[src/smc_pkg.sv]
/*
  Package for the operating-mode and hardware-configuration controller:
  mode encodings, timing figures, fail counting constants.
  Assumes a 250 MHz system clock.
*/
package smc_pkg;

  // ==========================================================
  // Clock
  localparam int unsigned CLK_MHZ             = 250;

  // ==========================================================
  // Timing figures, in microseconds and milliseconds, and derived cycle counts
  localparam int unsigned RESET_DELAY_US      = 10;
  localparam int unsigned CONFIG_FILTER_US    = 2;
  localparam int unsigned LONG_OPEN_WINDOW_MS = 200;
  localparam int unsigned RESET_DELAY_CYC     = RESET_DELAY_US * CLK_MHZ;
  localparam int unsigned CONFIG_FILTER_CYC   = CONFIG_FILTER_US * CLK_MHZ;
  localparam int unsigned LONG_OPEN_WINDOW_CYC = LONG_OPEN_WINDOW_MS * 1000 * CLK_MHZ;

  // ==========================================================
  // Mode encodings, also the value of mode_select_bits
  typedef enum logic [2:0] {
    SMC_INIT      = 3'b000,
    SMC_NORMAL    = 3'b001,
    SMC_STOP      = 3'b010,
    SMC_SLEEP     = 3'b011,
    SMC_RESTART   = 3'b100,
    SMC_FAIL_SAFE = 3'b101
  } smc_mode_t;

  localparam logic [2:0] MODE_SEL_CLEAR = 3'h0;
  localparam logic [1:0] FAIL_CNT_ZERO  = 2'h0;
  localparam logic [1:0] FAIL_CNT_ONE   = 2'h1;
  localparam logic [1:0] FAIL_CNT_TWO   = 2'h2;
  localparam logic       CFG_DEFAULT    = 1'b0;

endpackage

[src/smc_cfg_filter.sv]
/*
  Continuous level filter for the configuration pin: the level counts as
  stable once unchanged for the filter time. Input must be synchronised.
*/
`timescale 1ns/1ps
module smc_cfg_filter
  import smc_pkg::*;
#(
  parameter int unsigned FILTER_CYC = CONFIG_FILTER_CYC
) (
  // Clock and reset
  input  wire logic sys_clk,
  input  wire logic arst_n,
  // Sampling
  input  wire logic clear,
  input  wire logic level_in,
  output logic      stable,
  output logic      level_out
);

  localparam int unsigned CW = $clog2(FILTER_CYC + 1);
  localparam logic [CW-1:0] CNT_MAX = CW'(FILTER_CYC);
  localparam logic [CW-1:0] CNT_ONE = CW'(1);

  logic [CW-1:0] cnt;
  logic          last;

  // ==========================================================
  // Stability counter; restarts on every level change
  always_ff @(posedge sys_clk or negedge arst_n) begin
    if (!arst_n) begin
      cnt  <= '0;
      last <= 1'b0;
    end else if (clear) begin
      cnt  <= '0;
      last <= level_in;
    end else if (level_in != last) begin
      cnt  <= '0;
      last <= level_in;
    end else if (cnt != CNT_MAX) begin
      cnt <= cnt + CNT_ONE;
    end
  end

  assign stable    = (cnt == CNT_MAX);
  assign level_out = last;

endmodule

[src/smc_mode_ctrl.sv]
/*
  Operating-mode state machine with power-up configuration sampling,
  development-mode latch and watchdog / overvoltage failure reactions.
  Assumes the SPI frame decoder, watchdog and supply monitors are neighbours
  on sys_clk; pins are synchronised here. arst_n is the power-on reset.
*/
`timescale 1ns/1ps
module smc_mode_ctrl
  import smc_pkg::*;
#(
  parameter int unsigned RD_CYC = RESET_DELAY_CYC,
  parameter int unsigned LW_CYC = LONG_OPEN_WINDOW_CYC,
  parameter int unsigned CF_CYC = CONFIG_FILTER_CYC
) (
  // Clock and power-on reset
  input  wire logic       sys_clk,
  input  wire logic       arst_n,
  // SPI frame decoder
  input  wire logic       spi_frame_done,
  input  wire logic [15:0] spi_frame,
  input  wire logic       spi_mode_write,
  input  wire logic [2:0] spi_mode_value,
  input  wire logic       spi_clear_por,
  // Watchdog and supply monitors
  input  wire logic       wd_trigger,
  input  wire logic       wd_failure,
  input  wire logic       main_undervoltage,
  input  wire logic       main_overvoltage,
  input  wire logic       overvoltage_reset_enable,
  input  wire logic       overtemp_shutdown,
  input  wire logic       fail_count_select,
  // Wake sources
  input  wire logic       wake_can,
  input  wire logic       wake_lin,
  input  wire logic       wake_inputs,
  // Pins
  input  wire logic       test_pin,
  input  wire logic       irq_config_in,
  output logic            irq_config_out,
  output logic            irq_config_oe,
  output logic            reset_output_pin,
  output logic            fail_output_pins,
  output logic            main_supply_on,
  // Status
  output logic [2:0]      mode_select_bits,
  output logic [2:0]      mode_state,
  output logic            pin_config_select,
  output logic            hw_fail_count_select,
  output logic            main_overvoltage_flag,
  output logic            power_on_flag,
  output logic            dev_mode,
  output logic            wd_halt,
  output logic            wd_long_window,
  output logic            wd_configured,
  output logic            wake_event
);

  localparam int unsigned RW = $clog2(RD_CYC + 1);
  localparam int unsigned LWW = $clog2(LW_CYC + 1);
  localparam logic [RW-1:0]  RD_LAST = RW'(RD_CYC - 1);
  localparam logic [RW-1:0]  RD_ONE  = RW'(1);
  localparam logic [LWW-1:0] LW_LAST = LWW'(LW_CYC - 1);
  localparam logic [LWW-1:0] LW_ONE  = LWW'(1);

  smc_mode_t mode;
  smc_mode_t next_mode;
  logic [1:0] wd_fail_cnt;
  logic [RW-1:0] rd_cnt;
  logic [LWW-1:0] lw_cnt;
  logic cfg_s1, cfg_s2, test_s1, test_s2;
  logic flt_stable, flt_level;
  logic ov_d;
  logic ov_rise;
  logic ot_d;
  logic ot_fall;
  logic wd_fail_ev;
  logic any_wake;
  logic rd_done;
  logic first_cfg_done;

  // ==========================================================
  // Pin synchronisers
  always_ff @(posedge sys_clk or negedge arst_n) begin
    if (!arst_n) begin
      cfg_s1  <= 1'b0;
      cfg_s2  <= 1'b0;
      test_s1 <= 1'b1;
      test_s2 <= 1'b1;
    end else begin
      cfg_s1  <= irq_config_in;
      cfg_s2  <= cfg_s1;
      test_s1 <= test_pin;
      test_s2 <= test_s1;
    end
  end

  smc_cfg_filter #(
    .FILTER_CYC (CF_CYC)
  ) u_filter (
    .sys_clk   (sys_clk),
    .arst_n    (arst_n),
    .clear     (reset_output_pin),
    .level_in  (cfg_s2),
    .stable    (flt_stable),
    .level_out (flt_level)
  );

  // ==========================================================
  // Events
  assign ov_rise    = main_overvoltage && !ov_d;
  // Besides a wake, only a release of overtemperature ends fail-safe; a low level alone would let
  // a watchdog failure pass straight through fail-safe
  assign ot_fall    = ot_d && !overtemp_shutdown;
  assign any_wake   = wake_can || wake_lin || wake_inputs;
  // Development mode halts the watchdog, so no failure is ever seen
  assign wd_fail_ev = !dev_mode && (wd_failure ||
                      (wd_long_window && !wd_configured && lw_cnt == LW_LAST));
  assign rd_done    = (rd_cnt == RD_LAST);

  always_ff @(posedge sys_clk or negedge arst_n) begin
    if (!arst_n) begin
      ov_d <= 1'b0;
      ot_d <= 1'b0;
    end else begin
      ov_d <= main_overvoltage;
      ot_d <= overtemp_shutdown;
    end
  end

  // ==========================================================
  // Next mode
  always_comb begin
    next_mode = mode;
    case (mode)
      SMC_INIT: begin
        if (spi_frame_done) begin
          next_mode = SMC_NORMAL;
        end
      end
      SMC_NORMAL, SMC_STOP: begin
        if (spi_frame_done && spi_mode_write) begin
          case (spi_mode_value)
            SMC_NORMAL:    next_mode = SMC_NORMAL;
            SMC_STOP:      next_mode = SMC_STOP;
            SMC_SLEEP:     next_mode = (mode == SMC_STOP) ? SMC_RESTART : SMC_SLEEP;
            SMC_RESTART:   next_mode = SMC_RESTART;
            SMC_FAIL_SAFE: next_mode = SMC_FAIL_SAFE;
            default:       next_mode = mode;
          endcase
        end
      end
      SMC_SLEEP: begin
        if (any_wake) begin
          next_mode = SMC_RESTART;
        end
      end
      SMC_RESTART: begin
        if (rd_done && !main_undervoltage) begin
          next_mode = SMC_NORMAL;
        end
      end
      SMC_FAIL_SAFE: begin
        if (any_wake || ot_fall) begin
          next_mode = SMC_RESTART;
        end
      end
      default: next_mode = SMC_INIT;
    endcase
    // Failure reactions override software requests
    if (mode != SMC_FAIL_SAFE && mode != SMC_SLEEP) begin
      if (main_undervoltage && mode != SMC_INIT) begin
        next_mode = SMC_RESTART;
      end
      if (ov_rise && overvoltage_reset_enable) begin
        next_mode = pin_config_select ? SMC_RESTART : SMC_FAIL_SAFE;
      end
      if (wd_fail_ev) begin
        if (pin_config_select) begin
          next_mode = SMC_RESTART;
        end else if (!hw_fail_count_select && wd_fail_cnt == FAIL_CNT_ZERO) begin
          next_mode = SMC_RESTART;
        end else begin
          next_mode = SMC_FAIL_SAFE;
        end
      end
    end
  end

  always_ff @(posedge sys_clk or negedge arst_n) begin
    if (!arst_n) begin
      mode <= SMC_INIT;
    end else begin
      mode <= next_mode;
    end
  end

  // ==========================================================
  // Mode select bits: software view, zero after restart
  always_ff @(posedge sys_clk or negedge arst_n) begin
    if (!arst_n) begin
      mode_select_bits <= MODE_SEL_CLEAR;
    end else if (next_mode == SMC_RESTART) begin
      mode_select_bits <= MODE_SEL_CLEAR;
    end else if ((mode == SMC_NORMAL || mode == SMC_STOP) && spi_frame_done && spi_mode_write) begin
      // Follow the mode actually taken, so refused or unknown codes never show
      mode_select_bits <= next_mode;
    end
  end

  // ==========================================================
  // Reset delay: reset output low in init start-up, restart and fail-safe
  always_ff @(posedge sys_clk or negedge arst_n) begin
    if (!arst_n) begin
      rd_cnt           <= '0;
      reset_output_pin <= 1'b0;
    end else if (mode == SMC_RESTART && next_mode == SMC_RESTART && !rd_done) begin
      rd_cnt           <= rd_cnt + RD_ONE;
      reset_output_pin <= 1'b0;
    end else if (mode == SMC_INIT && !reset_output_pin) begin
      rd_cnt           <= rd_done ? rd_cnt : rd_cnt + RD_ONE;
      reset_output_pin <= rd_done;
    end else if (mode == SMC_RESTART || next_mode == SMC_RESTART || mode == SMC_FAIL_SAFE) begin
      rd_cnt           <= (mode == SMC_RESTART) ? rd_cnt : '0;
      reset_output_pin <= 1'b0;
    end else begin
      rd_cnt           <= '0;
      reset_output_pin <= 1'b1;
    end
  end

  // ==========================================================
  // Configuration sampling; pull-down while reset output low and power_on_flag set
  always_ff @(posedge sys_clk or negedge arst_n) begin
    if (!arst_n) begin
      irq_config_oe     <= 1'b1;
      irq_config_out    <= 1'b0;
      pin_config_select <= CFG_DEFAULT;
      power_on_flag     <= 1'b1;
    end else begin
      irq_config_out <= 1'b0;
      // Active-low enable: drive weak low only while sampling
      irq_config_oe  <= !(power_on_flag && !reset_output_pin);
      if (power_on_flag && !reset_output_pin && rd_done) begin
        pin_config_select <= flt_stable ? flt_level : CFG_DEFAULT;
      end
      if (spi_clear_por) begin
        power_on_flag <= 1'b0;
      end
    end
  end

  // ==========================================================
  // Development mode latch, only while in init
  always_ff @(posedge sys_clk or negedge arst_n) begin
    if (!arst_n) begin
      dev_mode <= 1'b0;
    end else if (mode == SMC_INIT && !test_s2) begin
      dev_mode <= 1'b1;
    end
  end

  // ==========================================================
  // Long open window and first-trigger configuration
  always_ff @(posedge sys_clk or negedge arst_n) begin
    if (!arst_n) begin
      lw_cnt         <= '0;
      wd_long_window <= 1'b1;
      wd_configured  <= 1'b0;
    end else if (wd_long_window && wd_trigger) begin
      wd_long_window <= 1'b0;
      wd_configured  <= 1'b1;
    end else if (wd_long_window && !dev_mode) begin
      if (lw_cnt == LW_LAST) begin
        wd_long_window <= 1'b0;
      end else begin
        lw_cnt <= lw_cnt + LW_ONE;
      end
    end
  end

  // ==========================================================
  // Failure counting and fail outputs
  always_ff @(posedge sys_clk or negedge arst_n) begin
    if (!arst_n) begin
      wd_fail_cnt      <= FAIL_CNT_ZERO;
      fail_output_pins <= 1'b0;
    end else begin
      if (wd_fail_ev && wd_fail_cnt != FAIL_CNT_TWO) begin
        wd_fail_cnt <= wd_fail_cnt + FAIL_CNT_ONE;
      end
      if (wd_fail_ev && (hw_fail_count_select || wd_fail_cnt != FAIL_CNT_ZERO)) begin
        fail_output_pins <= 1'b1;
      end
      if (ov_rise && overvoltage_reset_enable) begin
        fail_output_pins <= 1'b1;
      end
    end
  end

  always_ff @(posedge sys_clk or negedge arst_n) begin
    if (!arst_n) begin
      main_overvoltage_flag <= 1'b0;
    end else if (ov_rise) begin
      main_overvoltage_flag <= 1'b1;
    end
  end

  // ==========================================================
  // Status and supply outputs
  always_ff @(posedge sys_clk or negedge arst_n) begin
    if (!arst_n) begin
      mode_state           <= SMC_INIT;
      hw_fail_count_select <= 1'b0;
      main_supply_on       <= 1'b1;
      wd_halt              <= 1'b0;
      wake_event           <= 1'b0;
    end else begin
      mode_state           <= next_mode;
      hw_fail_count_select <= fail_count_select;
      main_supply_on       <= !(next_mode == SMC_FAIL_SAFE || next_mode == SMC_SLEEP);
      wd_halt              <= dev_mode;
      wake_event           <= any_wake && mode != SMC_INIT;
    end
  end
endmodule

[config.mk]
export PLATFORM = sky130hd
export DESIGN_NAME = smc_mode_ctrl
export DESIGN_NICKNAME = d
export VERILOG_FILES = /design/src/smc_pkg.sv /design/src/smc_cfg_filter.sv /design/src/smc_mode_ctrl.sv
export SDC_FILE = /design/constraint.sdc
export NUM_CORES = 1
export LEC_CHECK = 0
export ABC_AREA = 1
export BUFFER_PORTS_ARGS = -buffer_cell sky130_fd_sc_hd__clkbuf_2
export CAP_MARGIN = 10
export CORE_ASPECT_RATIO = 0.8
export CORE_MARGIN = 2
export CORE_UTILIZATION = 30
export CTS_CLUSTER_DIAMETER = 60
export DETAILED_ROUTE_END_ITERATION = 10
export GPL_ROUTABILITY_DRIVEN = 0
export PLACE_DENSITY = 0.58
export SLEW_MARGIN = 20
export SYNTH_ARGS = -nofsm -noshare
export SYNTH_HDL_FRONTEND = slang
export SYNTH_SLANG_ARGS = --single-unit
[constraint.sdc]
create_clock -name sys_clk -period 2.5 [get_ports sys_clk]
set_input_delay 0.25 -clock sys_clk [delete_from_list [all_inputs] [get_ports sys_clk]]
set_output_delay 0.25 -clock sys_clk [all_outputs]
set_load 0.05 [all_outputs]
==> impl_results.md, run 1 <==
* Status: complete, no violations
* Post-layout net count at 593
* Critical path's slowest cell: dfrtp_1
* Synth Instances at 496
* Proportion of netlist area held by the largest area contributor at 42.84%
* Mapped Nets at about 540
* Slew Limit Fails at 0
* Post-detailed-placement cell area at 4442 um2
* Core area at around 13000 um2
* Peak fanout along the critical path at 6
* H-Tree Depth at 3
* Final worst slack at 0.1850 ns
* All-Layer GR Usage at 12.41%
* Routed WL at 8.327 mm
* Pwr dens at 787.1 nW/um2
* Ys Warns at 0
* Initial DRC count at about 200
* M1 WL at around 4.3 mm
* Mapped Area at just over 4000 um2
* Grt total ovfl at 0
* Initial antenna violation count at 0
* Most common cell after layout, fill and taps aside: nand2_1
* Seq/Total Area, Yosys at 46.76%
* Clock Skew at 0.006820 ns
* Met3 wire len at 236 um
* CTS clk-pin slew, worst paths at 0.06 ns
* I/O Pins at 56
* Maximum vdd drop at 0.0003413 V
* Post-DP HPWL at 6.111 mm
* Met2 wire len at 3.561 mm
* CP Data Arrival Time at 2.54 ns
* Max Root-Sink Buffers at 2
* RSZ-0062 raised after global routing: yes
* Ordered list of cells on the worst path: ha_1 > nand2_1 > nor2_1 > nand2_1 > nor2_2 > nand2_1 > nand2_4 > buf_4 > nor2_4 > nand2_2 > nor2_2 > nand3_2 > nor2_2 > nand3_1 > o21ai_1 > nand2_1
* Max cap viols at 0
* Hold WC Path Type: in2reg
* Post-synth EDFFs at 0
* Chip width at 133.6 um
* Vias per cell at 4.492
* CTS buffer count at 9
* Tcrit/Tclk final at about 93%
* DRT Pass-1 Iters at 5
* Multi-input logic area at 1862 um2
* Antenna fix cells at 0
* Flops & latches, synth at 75
* Tightest Pin Transition at 0.9404 ns
* Fin util at roughly 37%
* Buffers & Inverters on Critical Path at 1
* Remaining antenna violation count after routing at 0
* Asr flop ratio synth at 100.0%
* Delay-heaviest family, CP: simple AND/OR/NAND/NOR gates
* Yosys cell types at 40
* Clock tree from TritonCTS: built
* Die ar. at 14380 um2
* Maximum achievable frequency at 432.0 MHz
* Vias in the first global route at 3112
* Syn Area/Cell at 8.125 um2
* Worst rel slew slack at 37.31%
* Layout cells sized above 1 at 17.66%
* Initial core utilization at 30.98%
* Critical path's most frequent cell: nand2_1
* Top_reg_cell synth: dfrtp_1
* Ranking of synthesized cells by area: dfrtp_1 (43%), nand2_1 (12%), inv_1 (6.1%)
* Critical Path End Type: register
* Via count at 3279
* Worst slack at placement at around 0.2 ns
* Commonest cells after routing, fill and taps aside: nand2_1 (131), dfrtp_1 (69), inv_1 (66), nor2_1 (43), clkbuf_2 (37)
* Register area at 1884 um2
* Max Used Layer: met4
* Clock sinks at 75
* First-pass GRT wire length at 14.29 mm
* Setup violators final at 0
* Crit-path max cell delay at 0.40 ns
* Final hold violations at 0
* Total power at ~3.8 mW
* Placed insts at around 710
* WL per Instance at approximately 11 um
* Post-route cell area at 4793 um2
* Setup Crit Path Kind: reg2reg
* Worst EP required at 2.72 ns
* Leakage Power at 2.349 nW
* Number of port buffers at 38
* Fin crit period at 2.315 ns
* # DRC at 0
* Area Growth Syn to Fin at 18.94%
* Startpoint type of the worst setup path: register
* Chip Height at 107.7 um
* Row count at 37
* Leading area contributor after synthesis: dfrtp_1
* Fin cells at 730
* Clk_lat worst skew at 0.34 ns
* CTS Root Cell: clkbuf_16
* # fillers at 1314
* Largest net degree at the start of global routing at 76
-- final cells by class --
class | count | area share [%]
Tap cell | 175 | 4.568
Inverter | 69 | 5.403
Clock inverter | 4 | 1.044
Clock buffer | 12 | 5.351
Multi-Input combinational cell | 348 | 38.84
Timing Repair Buffer | 47 | 5.482
Sequential cell | 75 | 39.31
-- logic make-up after synthesis --
kind of cell / Yosys count / synth area share (%)
multiplexers: 1 / 0.2794
AND/OR/NAND/NOR: 263 / 30.21
XOR/XNOR: 31 / 6.737
other: 1 / 0.09305
AO/OA/AOI/OAI: 45 / 6.582
flip-flops: 75 / 46.76
buffers and inverters: 73 / 7.172
adder cells (fa/ha/maj): 7 / 2.173
-- where the power goes --
| group | switching [mW] | internal, mW | total (mW) |
|---|---|---|---|
| sequential | 0.0822 | 1.33 | 1.41 |
| clock | 0.491 | 0.825 | 1.32 |
| combinational | 0.747 | 0.297 | 1.04 |
| total | 1.32 | 2.45 | 3.77 |
-- flip-flops by register name, summed over array words and instances, names as in the netlist, 2 cells and up --
| register | count |
|---|---|
| lw_cnt | 26 |
| mode_select_bits | 3 |
| mode_state | 3 |
| rd_cnt | 12 |
| u_filter.cnt | 9 |
| wd_fail_cnt | 2 |
-- through the flow --
step / setup TNS [ns] / hold slack [ns]
2_1_floorplan: 0 / -0.04559
3_3_place_gp: 0 / 0.3402
3_5_place_dp: 0 / 0.3433
4_1_cts: 0 / 0.01499
5_1_grt: -0.02957 / 0.02080
6_report: 0 / 0.02213
-- cell usage after synthesis (3+ instances only) --
master,number
dfstp_2,6
o21ai_0,12
nor4_1,5
nand3_1,26
nand2_2,8
dfrtp_1,69
nor2_1,43
inv_2,3
a211oi_1,3
ha_1,7
o21ai_1,3
nor2_2,5
nand2_1,131
a21oi_1,17
inv_1,66
xor2_1,21
xnor2_1,10
nor2_4,3
nand3b_1,3
nor3_1,14
or2_2,4
nand4_1,13
a21o_1,3
-- routing by layer --
metal | GRT usage (%) | vias to the layer above
met5 | 0 | -
met4 | 6.991 | 0
met3 | 1.742 | 16
met2 | 18.59 | 48
met1 | 17.27 | 1523
li1 | - | 1692
-- worst reg2reg max path, cell delays in order (launching register included) --
cell	delay [ns]
dfrtp_1	0.40
ha_1	0.22
nand2_1	0.06
nor2_1	0.04
nand2_1	0.08
nor2_2	0.05
nand2_1	0.11
nand2_4	0.10
buf_4	0.17
nor2_4	0.09
nand2_2	0.07
nor2_2	0.14
nand3_2	0.11
nor2_2	0.19
nand3_1	0.17
o21ai_1	0.15
nand2_1	0.06
-- path summary, 6_finish.rpt --
kind	from	to	slack [ns]	cells after the start
hold / removal	irq_config_in	cfg_s1	0.02	1
max in group asynchronous	arst_n	lw_cnt[21]	1.83	1
min in group asynchronous	arst_n	lw_cnt[4]	0.06	1
setup / recovery	lw_cnt[0]	lw_cnt[22]	0.18	16
setup reg to reg	lw_cnt[0]	lw_cnt[22]	0.18	16
hold reg to reg	test_s1	test_s2	0.36	0
-- what timing repair did --
action | in CTS | in global routing
gates resized for setup | 0 | 2
hold endpoints to repair | 1 | 0
setup endpoints to repair | 0 | 11
hold buffers | 1 | 0
setup buffers | 0 | 4
Power figures use the tool's default switching activity.
==> run 2: changes to the inputs <==
--- a/config.mk
+++ b/config.mk
@@ -6,15 +6,15 @@
 export NUM_CORES = 1
 export LEC_CHECK = 0
 export ABC_AREA = 1
-export BUFFER_PORTS_ARGS = -buffer_cell sky130_fd_sc_hd__clkbuf_2
+export BUFFER_PORTS_ARGS = -buffer_cell sky130_fd_sc_hd__buf_2
 export CAP_MARGIN = 10
 export CORE_ASPECT_RATIO = 0.8
 export CORE_MARGIN = 2
-export CORE_UTILIZATION = 30
+export CORE_UTILIZATION = 45
 export CTS_CLUSTER_DIAMETER = 60
 export DETAILED_ROUTE_END_ITERATION = 10
 export GPL_ROUTABILITY_DRIVEN = 0
-export PLACE_DENSITY = 0.58
+export PLACE_DENSITY = 0.76
 export SLEW_MARGIN = 20
 export SYNTH_ARGS = -nofsm -noshare
 export SYNTH_HDL_FRONTEND = slang
==> run 2 against run 1 <==
Critical endpoint is now lw_cnt[23]. Clock power is 14% lower. Power shrank 4.6%. Flip-flop and latch count did not move. Maximum frequency up 0.11%. Via count rose by 3.0%. Register-to-register slack hardly changed. Utilization up 17 points. Cell area decreased by 2.9%. Critical path type unchanged. Worst setup slack better by 0.0026 ns.
==> impl_results.md, run 2 (synthesis results as in run 1) <==
* Status: complete, no violations
* Startpoint type of the worst setup path: register
* Ordered list of cells on the worst path: ha_1 > nand2_1 > nor2_1 > nand2_1 > nor2_2 > nand2_1 > nand2_4 > nor2_4 > inv_1 > nor2_2 > inv_2 > nor3_4 > nand4_1 > o21ai_0 > nand2_1
* RSZ-0062 raised after global routing: no
* Layout cells sized above 1 at between 15 and 20%
* Critical path's most frequent cell: nand2_1
* Clock Skew at 0.007874 ns
* Via count at about 3.4k
* CTS Root Cell: clkbuf_8
* Initial antenna violation count at 0
* Die ar. at a little under 10000 um2
* Vias per cell at 5.069
* Antenna fix cells at 0
* All-Layer GR Usage at 18.63%
* Internal power at ~2.3 mW
* Chip Height at 88.65 um
* Tcrit/Tclk final at ~92%
* NetSw at roughly 1.3 mW
* Max reg flops at 26
* Slew Limit Fails at 0
* Most common cell after layout, fill and taps aside: nand2_1
* Post-DP HPWL at between 6 and 7 mm
* CTS clk-pin slew, worst paths at roughly 0.080 ns
* Post-layout net count at 592
* Maximum achievable frequency at 432.4 MHz
* Core area at ~8600 um2
* Largest net degree at the start of global routing at between 70 and 80
* Fin crit period at about 2.3 ns
* WL per Instance at between 10 and 15 um
* Initial DRC count at 225
* Chip width at 109.8 um
* Critical path's slowest cell: dfrtp_1
* Sw frac at 35.55%
* DRT Pass-1 Iters at 5
* Vias in the first global route at approximately 3.2k
* H-Tree Depth at 3
* R2R depth at 15
* Sequential share of power at about two fifths
* Crit-path max cell delay at 0.40 ns
* Placed insts at 646
* Setup violators final at 0
* I/O Pins at 56
* Max cap viols at 0
* Power share of the combinational group at 29.4%
* Pwr dens at 773.6 nW/um2
* Final TNS setup at 0 ns
* Remaining antenna violation count after routing at 0
* R2R setup slack at 0.19 ns
* CP Data Arrival Time at 2.55 ns
* Hold WC Path Type: in2async
* Number of port buffers at 38
* Setup Crit Path Kind: reg2reg
* Peak fanout along the critical path at 9
* Clk_lat worst skew at 0.35 ns
* Initial core utilization at 46.89%
* Worst EP required at 2.74 ns
* Maximum vdd drop at 0.0005464 V
* Clk pwr share at a little under a third
* Routed WL at about 8.3 mm
* Delay-heaviest family, CP: simple AND/OR/NAND/NOR gates
* Clock sinks at 75
* Critical R2R Capture: lw_cnt[23]
* # fillers at 736
* Commonest cells after routing, fill and taps aside: nand2_1 (131), dfrtp_1 (69), inv_1 (66), nor2_1 (42), buf_2 (37)
* Leakage Power at 2.314 nW
* Area Growth Syn to Fin at 15.43%
* Row count at 30
* Critical Path End Type: register
* Largest regs: lw_cnt: 26 flops, rd_cnt: 12 flops, u_filter.cnt: 9 flops
* R2r startpoint: lw_cnt[0]
* First-pass GRT wire length at 14.13 mm
* Tightest Pin Transition at 0.9254 ns
* Buffers & Inverters on Critical Path at 2
* CTS buffer count at 9
* Clock tree from TritonCTS: built
* Fin cells at 666
* Max Root-Sink Buffers at 2
* # DRC at 0
* Final hold violations at 0
* Worst rel slew slack at 38.31%
* Grt total ovfl at 0
* Largest register by flop count: lw_cnt
## run 2: changes by cell type in the layout (fill, tap and decap cells not counted), sizes merged
cell | before | now
dlygate4sd3 | 1 | 4
clkinvlp | 2 | 0
clkbuf | 49 | 11
buf | 9 | 42
clkinv | 1 | 2
bufinv | 1 | 3
## run 2: power groups by stage
stage / Sequential [mW] / Combinational (mW) / Clock (mW)
2_1_floorplan: 1.56 / 0.650 / 0
3_3_place_gp: 1.43 / 0.996 / 0
3_5_place_dp: 1.43 / 1.04 / 0
4_1_cts: 1.41 / 1.05 / 1.15
5_1_grt: 1.42 / 1.19 / 1.20
6_report: 1.41 / 1.06 / 1.13
## run 2: area by class of cell
cell class	count	area, um2	area share (%)
tap	112	140.1	3.012
timing repair buffer	46	262.8	5.648
multi-input combinational	348	1864	40.08
sequential	75	1884	40.51
clock inverter	5	100.1	2.152
inverter	69	259.0	5.568
clock buffer	11	141.4	3.039
## run 2: metal layers
metal	up-vias	track usage, %	wire, um
li1	1685	-	-
met1	1599	25.36	3963
met2	81	28.78	3841
met3	11	5.744	410
met4	0	5.409	84
met5	-	0	0
## run 2: how the worst max path moves through the flow
stage                  startpoint    endpoint  slack, ns  cells after the start
global placement        lw_cnt[0]  lw_cnt[23]       0.26                     15
detailed placement      lw_cnt[0]  lw_cnt[21]       0.21                     15
finish                  lw_cnt[0]  lw_cnt[23]       0.19                     15
global route            lw_cnt[0]  lw_cnt[23]      0.008                     15
floorplan           mode_state[0]   rd_cnt[2]       0.27                     14
CTS                     lw_cnt[0]  lw_cnt[21]       0.18                     15
## run 2: timing repair
item                                   4_1_cts  5_1_grt
setup endpoints to repair                    0       13
setup buffers                                0        0
resized for setup                            0        3
hold buffers                                 3        1
endpoints found under the hold margin        3        1
## run 2: through the flow
stage | instance area [um2] | hold slack (ns) | util (%) | worst slack, ns | power [mW]
global route | 4652 | 0.01211 | 54.12 | 0.008496 | 3.822
finish | 4652 | 0.02590 | 54.12 | 0.1875 | 3.599
detailed placement | 4363 | 0.3419 | 50.76 | 0.2058 | 2.472
CTS | 4634 | 0.0004327 | 53.92 | 0.1818 | 3.605
floorplan | 4030 | -0.04559 | - | 0.2706 | 2.207
global placement | 4363 | 0.3361 | 50.76 | 0.2625 | 2.421
